--- src/inc/link_ctl_consts.vh ---
// link control upper fields: offsets, field positions, reset values
// assumes inclusion by bare name from every design file of this block
//
// Behaviour
// - while extra_sync_ordered_sets is one the port asks for extra ordered sets on L0s exit and in Recovery.
// - clock_pm_enable is read-only and always reads zero.
// - autonomous_width_disable is read-only and always reads zero.
// - the port narrows link width by itself only to correct unreliable operation.
// - autonomous_width_disable never affects width changes from the reconfiguration mechanism.
// - with bandwidth_mgmt_irq_enable set, setting bandwidth_mgmt_status raises an interrupt.
// - with autonomous_bw_irq_enable set, setting autonomous_bw_status raises an interrupt.
// - without bandwidth_notify_capable both interrupt enables are held at zero.
// - on the upstream port both enables are held at zero; downstream they are read-write, reset zero.
// - bandwidth_mgmt_status sets on retrain completion or reliability change without DL_Down; write one clears.
`ifndef LINK_CTL_CONSTS_VH
`define LINK_CTL_CONSTS_VH

// ----------------------------------------
// register byte addresses
// ----------------------------------------
`define LC_ADDR_CTL 4'h0
`define LC_ADDR_STS 4'h4
`define LC_ADDR_IRQ_STS 4'h8
`define LC_ADDR_IRQ_MASK 4'hc

// ----------------------------------------
// field positions
// ----------------------------------------
`define LC_BIT_EXTRA_SYNC_ORDERED_SETS 7
`define LC_BIT_CLKPM 8
`define LC_BIT_AWD 9
`define LC_BIT_BWM_EN 10
`define LC_BIT_ABW_EN 11
`define LC_BIT_BWM_STS 14
`define LC_BIT_ABW_STS 15
`define LC_IRQ_BWM 0
`define LC_IRQ_ABW 1

// ----------------------------------------
// reset values and answers
// ----------------------------------------
`define LC_ZERO1 1'h0
`define LC_ZERO2 2'h0
`define LC_ZERO32 32'h0000_0000
`define LC_RESP_OKAY 2'h0
`define LC_RESP_SLVERR 2'h2

`endif

--- src/hdl/link_control_upper_fields.v ---
// link control upper fields: control bits 7..11, bandwidth status and
// the interrupt built from them, reached over axi4-lite
// assumes link-side event pulses synchronous to sys_clk_i
//
// Decided for this implementation: the AXI4-Lite slave port and the address map.
`include "link_ctl_consts.vh"
module link_control_upper_fields #(
	parameter AW = 4,
	parameter IS_UPSTREAM = 0
) (
	// clock and reset
	input wire sys_clk_i,
	input wire nrst_i,
	input wire clk_en_i,
	// axi write address
	input wire [AW-1:0] s_axi_awaddr,
	input wire [2:0] s_axi_awprot,
	input wire s_axi_awvalid,
	output wire s_axi_awready,
	// axi write data and response
	input wire [31:0] s_axi_wdata,
	input wire [3:0] s_axi_wstrb,
	input wire s_axi_wvalid,
	output wire s_axi_wready,
	output wire [1:0] s_axi_bresp,
	output wire s_axi_bvalid,
	input wire s_axi_bready,
	// axi read
	input wire [AW-1:0] s_axi_araddr,
	input wire [2:0] s_axi_arprot,
	input wire s_axi_arvalid,
	output wire s_axi_arready,
	output wire [31:0] s_axi_rdata,
	output wire [1:0] s_axi_rresp,
	output wire s_axi_rvalid,
	input wire s_axi_rready,
	// capability and link events
	input wire bandwidth_notify_capable_i,
	input wire retrain_done_i,
	input wire dl_down_i,
	input wire reliability_change_i,
	input wire autonomous_change_i,
	// physical layer controls
	output wire extra_sync_ordered_sets_o,
	output wire autonomous_width_disable_o,
	output wire reliability_width_allow_o,
	// interrupts
	output wire link_irq_o,
	output wire irq_o
);
	wire wr_stb;
	wire [AW-1:0] wr_addr;
	wire [31:0] wr_data;
	wire [3:0] wr_strb;
	wire [AW-1:0] rd_addr;
	reg [31:0] rd_data;
	reg rd_err;
	reg wr_err;
	reg extra_sync_ordered_sets_reg;
	reg bwm_en_reg;
	reg abw_en_reg;
	reg [1:0] irq_mask_reg;
	wire bwm_sts;
	wire abw_sts;
	wire bwm_irq_sts;
	wire abw_irq_sts;
	wire en_allowed;
	wire [15:0] ctl_view;
	wire [15:0] sts_view;
	wire [1:0] irq_view;

	function lane_hit;
		input [3:0] strb;
		input integer bitpos;
		begin
			lane_hit = strb[bitpos / 8];
		end
	endfunction

	function w1c;
		input stb;
		input [AW-1:0] addr;
		input [AW-1:0] target;
		input [31:0] data;
		input [3:0] strb;
		input integer bitpos;
		begin
			w1c = stb && (addr == target) && data[bitpos] &&
				lane_hit(strb, bitpos);
		end
	endfunction

	// ----------------------------------------
	// bus slave
	// ----------------------------------------
	lc_axil_slave #(.AW(AW)) u_bus (
		.sys_clk_i(sys_clk_i),
		.nrst_i(nrst_i),
		.clk_en_i(clk_en_i),
		.s_axi_awaddr(s_axi_awaddr),
		.s_axi_awvalid(s_axi_awvalid),
		.s_axi_awready(s_axi_awready),
		.s_axi_wdata(s_axi_wdata),
		.s_axi_wstrb(s_axi_wstrb),
		.s_axi_wvalid(s_axi_wvalid),
		.s_axi_wready(s_axi_wready),
		.s_axi_bresp(s_axi_bresp),
		.s_axi_bvalid(s_axi_bvalid),
		.s_axi_bready(s_axi_bready),
		.s_axi_araddr(s_axi_araddr),
		.s_axi_arvalid(s_axi_arvalid),
		.s_axi_arready(s_axi_arready),
		.s_axi_rdata(s_axi_rdata),
		.s_axi_rresp(s_axi_rresp),
		.s_axi_rvalid(s_axi_rvalid),
		.s_axi_rready(s_axi_rready),
		.wr_stb_o(wr_stb),
		.wr_addr_o(wr_addr),
		.wr_data_o(wr_data),
		.wr_strb_o(wr_strb),
		.wr_err_i(wr_err),
		.rd_addr_o(rd_addr),
		.rd_data_i(rd_data),
		.rd_err_i(rd_err)
	);

	// ----------------------------------------
	// control fields
	// ----------------------------------------
	// enables gated by capability and port role
	assign en_allowed = bandwidth_notify_capable_i && (IS_UPSTREAM == 0);

	always @(posedge sys_clk_i or negedge nrst_i) begin
		if (!nrst_i) begin
			extra_sync_ordered_sets_reg <= `LC_ZERO1;
			bwm_en_reg <= `LC_ZERO1;
			abw_en_reg <= `LC_ZERO1;
			irq_mask_reg <= `LC_ZERO2;
		end else if (clk_en_i) begin
			if (wr_stb && wr_addr == `LC_ADDR_CTL) begin
				if (lane_hit(wr_strb, `LC_BIT_EXTRA_SYNC_ORDERED_SETS))
					extra_sync_ordered_sets_reg <= wr_data[`LC_BIT_EXTRA_SYNC_ORDERED_SETS];
				if (lane_hit(wr_strb, `LC_BIT_BWM_EN))
					bwm_en_reg <= wr_data[`LC_BIT_BWM_EN];
				if (lane_hit(wr_strb, `LC_BIT_ABW_EN))
					abw_en_reg <= wr_data[`LC_BIT_ABW_EN];
			end
			if (wr_stb && wr_addr == `LC_ADDR_IRQ_MASK &&
				lane_hit(wr_strb, 0))
				irq_mask_reg <= wr_data[1:0];
		end
	end

	assign extra_sync_ordered_sets_o = extra_sync_ordered_sets_reg;
	// width disable tied off, not fed to reconfiguration
	assign autonomous_width_disable_o = `LC_ZERO1;
	// autonomous narrowing only on reliability trouble
	assign reliability_width_allow_o = reliability_change_i;

	assign ctl_view = {4'h0,
		abw_en_reg && en_allowed,
		bwm_en_reg && en_allowed,
		`LC_ZERO1,
		`LC_ZERO1,
		extra_sync_ordered_sets_reg,
		7'h00};

	// ----------------------------------------
	// bandwidth status
	// ----------------------------------------
	// set on retrain done or reliability change sans dl_down
	lc_sticky_bit u_bwm (
		.sys_clk_i(sys_clk_i),
		.nrst_i(nrst_i),
		.clk_en_i(clk_en_i),
		.enable_i(en_allowed),
		.set_i((retrain_done_i || reliability_change_i) && !dl_down_i),
		.clear_i(w1c(wr_stb, wr_addr, `LC_ADDR_STS, wr_data, wr_strb,
			`LC_BIT_BWM_STS)),
		.flag_o(bwm_sts)
	);

	lc_sticky_bit u_abw (
		.sys_clk_i(sys_clk_i),
		.nrst_i(nrst_i),
		.clk_en_i(clk_en_i),
		.enable_i(en_allowed),
		.set_i(autonomous_change_i && !dl_down_i),
		.clear_i(w1c(wr_stb, wr_addr, `LC_ADDR_STS, wr_data, wr_strb,
			`LC_BIT_ABW_STS)),
		.flag_o(abw_sts)
	);

	assign sts_view = {abw_sts, bwm_sts, 14'h0000};

	// ----------------------------------------
	// interrupts
	// ----------------------------------------
	// request only while status and enable both set
	assign link_irq_o = (bwm_sts && bwm_en_reg && en_allowed) ||
		(abw_sts && abw_en_reg && en_allowed);

	// sticky copies so software sees which event fired via mask path
	lc_sticky_bit u_irq_bwm (
		.sys_clk_i(sys_clk_i),
		.nrst_i(nrst_i),
		.clk_en_i(clk_en_i),
		.enable_i(1'b1),
		.set_i(bwm_sts && bwm_en_reg && en_allowed),
		.clear_i(w1c(wr_stb, wr_addr, `LC_ADDR_IRQ_STS, wr_data, wr_strb,
			`LC_IRQ_BWM)),
		.flag_o(bwm_irq_sts)
	);

	lc_sticky_bit u_irq_abw (
		.sys_clk_i(sys_clk_i),
		.nrst_i(nrst_i),
		.clk_en_i(clk_en_i),
		.enable_i(1'b1),
		.set_i(abw_sts && abw_en_reg && en_allowed),
		.clear_i(w1c(wr_stb, wr_addr, `LC_ADDR_IRQ_STS, wr_data, wr_strb,
			`LC_IRQ_ABW)),
		.flag_o(abw_irq_sts)
	);

	assign irq_view = {abw_irq_sts, bwm_irq_sts};
	assign irq_o = |(irq_view & irq_mask_reg);

	// ----------------------------------------
	// read mux and decode
	// ----------------------------------------
	always @* begin
		rd_data = `LC_ZERO32;
		rd_err = `LC_ZERO1;
		case (rd_addr)
		`LC_ADDR_CTL: rd_data = {16'h0000, ctl_view};
		`LC_ADDR_STS: rd_data = {16'h0000, sts_view};
		`LC_ADDR_IRQ_STS: rd_data = {30'h0000_0000, irq_view};
		`LC_ADDR_IRQ_MASK: rd_data = {30'h0000_0000, irq_mask_reg};
		default: rd_err = 1'b1;
		endcase
	end

	always @* begin
		case (wr_addr)
		`LC_ADDR_CTL, `LC_ADDR_STS, `LC_ADDR_IRQ_STS,
		`LC_ADDR_IRQ_MASK: wr_err = `LC_ZERO1;
		default: wr_err = 1'b1;
		endcase
	end
endmodule // link_control_upper_fields

--- src/hdl/lc_sticky_bit.v ---
// one sticky status flag, set by hardware, cleared by writing one
// assumes set and clear are single-cycle pulses on sys_clk_i
`include "link_ctl_consts.vh"
module lc_sticky_bit (
	// clock and reset
	input wire sys_clk_i,
	input wire nrst_i,
	input wire clk_en_i,
	// control
	input wire enable_i,
	input wire set_i,
	input wire clear_i,
	// state
	output reg flag_o
);
	// set beats a simultaneous clear so no event is lost
	always @(posedge sys_clk_i or negedge nrst_i) begin
		if (!nrst_i) begin
			flag_o <= `LC_ZERO1;
		end else if (clk_en_i) begin
			if (!enable_i)
				flag_o <= `LC_ZERO1;
			else if (set_i)
				flag_o <= 1'b1;
			else if (clear_i)
				flag_o <= `LC_ZERO1;
		end
	end
endmodule // lc_sticky_bit

--- src/hdl/lc_axil_slave.v ---
// axi4-lite slave front end: takes one write and one read at a time
// assumes a master that holds valid and payload until ready
`include "link_ctl_consts.vh"
module lc_axil_slave #(
	parameter AW = 4
) (
	// clock and reset
	input wire sys_clk_i,
	input wire nrst_i,
	input wire clk_en_i,
	// axi write
	input wire [AW-1:0] s_axi_awaddr,
	input wire s_axi_awvalid,
	output wire s_axi_awready,
	input wire [31:0] s_axi_wdata,
	input wire [3:0] s_axi_wstrb,
	input wire s_axi_wvalid,
	output wire s_axi_wready,
	output reg [1:0] s_axi_bresp,
	output reg s_axi_bvalid,
	input wire s_axi_bready,
	// axi read
	input wire [AW-1:0] s_axi_araddr,
	input wire s_axi_arvalid,
	output wire s_axi_arready,
	output reg [31:0] s_axi_rdata,
	output reg [1:0] s_axi_rresp,
	output reg s_axi_rvalid,
	input wire s_axi_rready,
	// register side
	output wire wr_stb_o,
	output wire [AW-1:0] wr_addr_o,
	output wire [31:0] wr_data_o,
	output wire [3:0] wr_strb_o,
	input wire wr_err_i,
	output wire [AW-1:0] rd_addr_o,
	input wire [31:0] rd_data_i,
	input wire rd_err_i
);
	reg aw_full_reg;
	reg w_full_reg;
	reg [AW-1:0] awaddr_reg;
	reg [31:0] wdata_reg;
	reg [3:0] wstrb_reg;
	wire rd_stb;

	assign s_axi_awready = !aw_full_reg && !s_axi_bvalid;
	assign s_axi_wready = !w_full_reg && !s_axi_bvalid;
	assign wr_stb_o = aw_full_reg && w_full_reg && clk_en_i;
	assign wr_addr_o = awaddr_reg;
	assign wr_data_o = wdata_reg;
	assign wr_strb_o = wstrb_reg;
	assign s_axi_arready = !s_axi_rvalid;
	assign rd_stb = s_axi_arvalid && s_axi_arready && clk_en_i;
	assign rd_addr_o = s_axi_araddr;

	// ----------------------------------------
	// write path
	// ----------------------------------------
	always @(posedge sys_clk_i or negedge nrst_i) begin
		if (!nrst_i) begin
			aw_full_reg <= `LC_ZERO1;
			w_full_reg <= `LC_ZERO1;
			awaddr_reg <= {AW{1'b0}};
			wdata_reg <= `LC_ZERO32;
			wstrb_reg <= 4'h0;
			s_axi_bvalid <= `LC_ZERO1;
			s_axi_bresp <= `LC_RESP_OKAY;
		end else if (clk_en_i) begin
			if (s_axi_awvalid && s_axi_awready) begin
				aw_full_reg <= 1'b1;
				awaddr_reg <= s_axi_awaddr;
			end
			if (s_axi_wvalid && s_axi_wready) begin
				w_full_reg <= 1'b1;
				wdata_reg <= s_axi_wdata;
				wstrb_reg <= s_axi_wstrb;
			end
			if (wr_stb_o) begin
				aw_full_reg <= `LC_ZERO1;
				w_full_reg <= `LC_ZERO1;
				s_axi_bvalid <= 1'b1;
				s_axi_bresp <= wr_err_i ? `LC_RESP_SLVERR : `LC_RESP_OKAY;
			end else if (s_axi_bvalid && s_axi_bready) begin
				s_axi_bvalid <= `LC_ZERO1;
			end
		end
	end

	// ----------------------------------------
	// read path
	// ----------------------------------------
	always @(posedge sys_clk_i or negedge nrst_i) begin
		if (!nrst_i) begin
			s_axi_rvalid <= `LC_ZERO1;
			s_axi_rdata <= `LC_ZERO32;
			s_axi_rresp <= `LC_RESP_OKAY;
		end else if (clk_en_i) begin
			if (rd_stb) begin
				s_axi_rvalid <= 1'b1;
				s_axi_rdata <= rd_err_i ? `LC_ZERO32 : rd_data_i;
				s_axi_rresp <= rd_err_i ? `LC_RESP_SLVERR : `LC_RESP_OKAY;
			end else if (s_axi_rvalid && s_axi_rready) begin
				s_axi_rvalid <= `LC_ZERO1;
			end
		end
	end
endmodule // lc_axil_slave

--- config.mk ---
export PLATFORM = sky130hd
export DESIGN_NAME = link_control_upper_fields
export DESIGN_NICKNAME = d
export VERILOG_FILES = /design/src/hdl/link_control_upper_fields.v /design/src/hdl/lc_sticky_bit.v /design/src/hdl/lc_axil_slave.v
export VERILOG_INCLUDE_DIRS = /design/src /design/src/inc
export SDC_FILE = /design/constraint.sdc
export NUM_CORES = 1
export LEC_CHECK = 0
export BUFFER_PORTS_ARGS = -buffer_cell sky130_fd_sc_hd__buf_2
export CORE_ASPECT_RATIO = 0.8
export CORE_MARGIN = 1.5
export CORE_UTILIZATION = 45
export CTS_CLUSTER_DIAMETER = 120
export DETAILED_ROUTE_END_ITERATION = 16
export PLACE_DENSITY = 0.83
export SLEW_MARGIN = 20
export SYNTH_ARGS = -nofsm -noshare
export SYNTH_HDL_FRONTEND = slang
export SYNTH_SLANG_ARGS = --single-unit
--- constraint.sdc ---
create_clock -name sys_clk_i -period 4.9 [get_ports sys_clk_i]
set_clock_uncertainty 0.15 [all_clocks]
set_input_delay 0.98 -clock sys_clk_i [delete_from_list [all_inputs] [get_ports sys_clk_i]]
set_output_delay 0.98 -clock sys_clk_i [all_outputs]
set_load 0.03 [all_outputs]
# After elaboration in Yosys (flattened, before gate mapping)
# Index checks and enable logic that the tools add are counted.
dict set report classes {
  n_eq_ne 8
  bitwise 1
  n_mux 22
  reduce_logical 64
}
# cell count
set ops {}
lappend ops {{16-bit case mux with 4 select lines} 1}
lappend ops {{1-bit logical AND} 31}
lappend ops {{2-bit AND reduction} 13}
lappend ops {{1-bit two-way mux} 18}
lappend ops {{4-bit equality test, second input constant} 4}
lappend ops {{16-bit two-way mux} 1}
lappend ops {{2-bit nonzero test} 6}
lappend ops {{4-bit by 3-bit equality test with 1-bit output, second input constant} 2}
lappend ops {{4-bit zero test} 2}
lappend ops {{4-bit OR reduction} 2}
lappend ops {{3-bit by 1-bit inequality test with 1-bit output, second input constant} 2}
lappend ops {{3-bit AND reduction} 2}
lappend ops {{1-bit zero test} 5}
lappend ops {{2-bit two-way mux} 2}
lappend ops {{2-bit AND} 1}
lappend ops {{1-bit logical OR} 2}
lappend ops {{2-bit OR reduction} 1}
dict set report word_totals {
  in_bits 63
  out_inout_bits 46
  reg_bits 71
  elab_cells 113
}

# Longest topological paths before layout
dict set report depth {
  word_depth 8
  depth_mapped 5
  mapped_depth_nobuf 3
}

# Modules after synthesis
# A second synthesis with hierarchy kept.
dict set report unflattened {
  hier_cells 291
  area_unflattened_um2 4000.1
}
# module n_inst seq_area_each_um2 area_per_inst_um2 cells_per_inst
set modules_own_cells {}
lappend modules_own_cells {lc_axil_slave 1 1951.9 3368.2 217}
lappend modules_own_cells {link_control_upper_fields 1 125.1 446.7 54}
lappend modules_own_cells {lc_sticky_bit 4 25.0 46.3 5}

# Worst setup path after synthesis
# No wires, ideal clock.
dict set report synth_timing {
  path_kind {input port to output port}
  startpoint {in bandwidth_notify_capable_i}
  endpoint {out link_irq_o}
  t_required_ps 3770
  arrival_ps 1699
  slack_ps 2071
  path_buffers 0
  path_stages 1
  cell_sequence {a21boi_0}
}
dict set report synth_via {
  elab_chain_len 2
  word_cells_on_any_way 3
  classes_between {reduce/logical (3)}
}
# element line
set synth_rtl {}
lappend synth_rtl {{start: declaration} link_control_upper_fields.v:38} ;# input wire bandwidth_notify_capable_i,
lappend synth_rtl {{1-bit logical AND (on tied branches)} {link_control_upper_fields.v:200, link_control_upper_fields.v:201}}
lappend synth_rtl {{1-bit logical OR (*)} link_control_upper_fields.v:200} ;# assign link_irq_o = (bwm_sts && bwm_en_reg && en_allowed) ||
lappend synth_rtl {{end: declaration} link_control_upper_fields.v:48} ;# output wire link_irq_o,
# Every way passes the cells marked *; elsewhere a longest branch is shown, timed or not.

# Worst setup path in the final report
# Ends and elaborated chain as after synthesis.

==> results.sh <==
export IMPL_hold_viol=0
export IMPL_num_vias=1198
export IMPL_synthCells=152
export IMPL_die_h_um=58.3
export IMPL_layout_nets=263
export IMPL_min_path_cells=1
export IMPL_numCtsBuffers=5
export IMPL_grtUsageTotal=0.163
export IMPL_rsz0062_at_grt="false"
export IMPL_worstPathCellList="buf_2 > a21boi_0 > buf_2"
export IMPL_drc_errors=0
export IMPL_overflow=0
export IMPL_crit_required_ps=3770
export IMPL_yosysWarnings=0
export IMPL_ios=109
export IMPL_crit_fanout=4
export IMPL_totalWireLength_um=3090
export IMPL_clk_pin_slew_ps=60
export IMPL_initialDrtViolationCount=53
export IMPL_fillers=332
export IMPL_final_cell_mix="buf_2, dfrtp_1, conb_1"
export IMPL_ys_ff_latch=35
export IMPL_worst_slew_pin_slew_ps=746
export IMPL_clockBufferDepth=2
export IMPL_dp_worst_setup_slack_ps=2230
export IMPL_slowest_stage="buf_2"
export IMPL_syn_area_per_cell_um2=11.3
export IMPL_synth_distinct_cells=34
export IMPL_final_common_cell="buf_2"
export IMPL_ir_drop_mv=0.325
export IMPL_grt_first_pass_wirelength_um=5070
export IMPL_antenna_cells=0
export IMPL_worstSetupPathType="input port to output pin"
export IMPL_synthArstFlopShare=1.00
export IMPL_fin_ws_ps=2220
export IMPL_drtAntennaViolNets=0
export IMPL_grt_max_degree=36
export IMPL_outcome="finished clean"
export IMPL_cp_start_kind="input port"
export IMPL_drtPass1Iterations=4
export IMPL_p_per_area_nw_per_um2=506
export IMPL_cts_sinks=35
export IMPL_whs_ps=317
export IMPL_drive_gt1_frac=0.368
export IMPL_fin_setup_tns_ps=0
export IMPL_ctsHoldBuffers=0
export IMPL_maxSlewHeadroom=0.503
export IMPL_maxCapViolCount=0
export IMPL_htree_levels=2
export IMPL_place_gp_congestion=0.794
export IMPL_drv_slew=0
export IMPL_grt_use_met3=0.0702
export IMPL_path_depth=3
export IMPL_core_um2=3540
export IMPL_cts_setup_buffers=0
export IMPL_worstPathArrival_ps=1550
export IMPL_synthFlopType="dfrtp_1"
export IMPL_die_area_um2=4210
export IMPL_syn_cell_area_um2=1720
export IMPL_cts_tree="yes"
export IMPL_use_met2=0.243
export IMPL_root_buffer="clkbuf_8"
export IMPL_wl_per_cell_um=12.7
export IMPL_setup_viol=0
export IMPL_fp_dieW_um=72.2
export IMPL_cts_resized_gates=0
export IMPL_crit_family="buffers and inverters"
export IMPL_max_stage_delay_ps=240
export IMPL_yosysSeqAreaShare=0.509
export IMPL_reg2regPathDepth=3
export IMPL_cp_buffers_inverters=2
export IMPL_syn_to_final_growth_pct=13.6
export IMPL_fmax_mhz=373
export IMPL_via_per_inst=4.93
export IMPL_grt_most_used_layer="met2"
export IMPL_start_util=0.486
export IMPL_grt_pass1_vias=1100
export IMPL_antenna_found_initial=0
export IMPL_hpwl_um=2360
export IMPL_clock_latency_ps=280
export IMPL_endpoint_kind="output pin"
export IMPL_hold_path_class="register to register"
export IMPL_rows=19
export IMPL_cp_common_cell="buf_2"
export IMPL_met1_usage=0.217
export IMPL_synth_edff_count=0
export IMPL_port_buffers=47
export IMPL_leakage_nw=1.01
export IMPL_fin_crit_sh=0.548
export IMPL_fin_crit_ps=2680
==> stage by stage <==
stage                     std cells  cell area (um^2)  total power [W]   util
final                           243              1960         0.000989  0.552
after global routing            243              1960          0.00106  0.552
after CTS                       243              1960          0.00100  0.552
after detailed placement        235              1870         0.000802  0.529
after global placement          235              1870         0.000789  0.529
after floorplan                 179              1820         0.000722      -
==> kinds of logic after synthesis <==
logic type             count (synthesis)  synth area share
AOI/OAI and AO/OA                     24             0.108
DFF                                   35             0.509
buffers and inverters                 41             0.155
muxes                                 18             0.118
and+or+nand+nor                       33             0.108
other                                  1           0.00218
==> final timing paths <==
check                                                 from                                 to  slack, ps
min in group asynchronous                           nrst_i  u_bus.s_axi_rdata[11]$_DFFE_PN0P_        600
hold / removal             u_bus.wr_data_o[15]$_DFFE_PN0P_           u_abw.flag_o$_DFFE_PN0P_        320
setup reg to reg            u_bus.s_axi_rvalid$_DFFE_PN0P_  u_bus.s_axi_rdata[14]$_DFFE_PN0P_       3050
hold reg to reg            u_bus.wr_data_o[15]$_DFFE_PN0P_           u_abw.flag_o$_DFFE_PN0P_        320
setup / recovery                bandwidth_notify_capable_i                         link_irq_o       2220
max in group asynchronous                           nrst_i           u_bwm.flag_o$_DFFE_PN0P_       3510
==> cell usage after synthesis, types with 2 or more instances <==
cell / number / share of area
a21o_1: 2 / 0.0087
mux2_2: 18 / 0.12
nor4_1: 2 / 0.0073
dfrtp_1: 35 / 0.51
a32o_1: 5 / 0.029
o22ai_1: 2 / 0.0073
nor2_1: 3 / 0.0065
nor4_2: 2 / 0.015
inv_1: 8 / 0.017
a22o_1: 3 / 0.015
buf_2: 3 / 0.0087
o21ai_0: 3 / 0.0087
nand2_1: 13 / 0.028
and3_1: 2 / 0.0073
buf_4: 29 / 0.13
o21a_1: 2 / 0.0087
nand4_1: 3 / 0.011
==> routing by layer <==
metal,up-vias,share of wire
met3,5,0.079
met5,-,0
met2,51,0.43
met1,561,0.48
li1,581,-
met4,0,0.012
==> final cells by class <==
type	count	area [um^2]	share of cell area
Inverter	8	30.0	0.0154
Timing Repair Buffer	47	235	0.120
Sequential cell	35	876	0.448
Clock buffer	7	76.3	0.0390
Multi-Input combinational cell	103	681	0.348
Tap cell	42	52.6	0.0269
Clock inverter	1	5.00	0.00256
==> power breakdown <==
| part | switching [W] | internal, W | leakage, nW | total [W] |
|---|---|---|---|---|
| registers | 0.0000764 | 0.000386 | 0.432 | 0.000462 |
| logic | 0.000197 | 0.000134 | 0.532 | 0.000331 |
| clock network | 0.0000962 | 0.0000995 | 0.0422 | 0.000196 |
| total | 0.000369 | 0.000620 | 1.01 | 0.000989 |
Note: power is estimated with default switching activity, not from simulation.
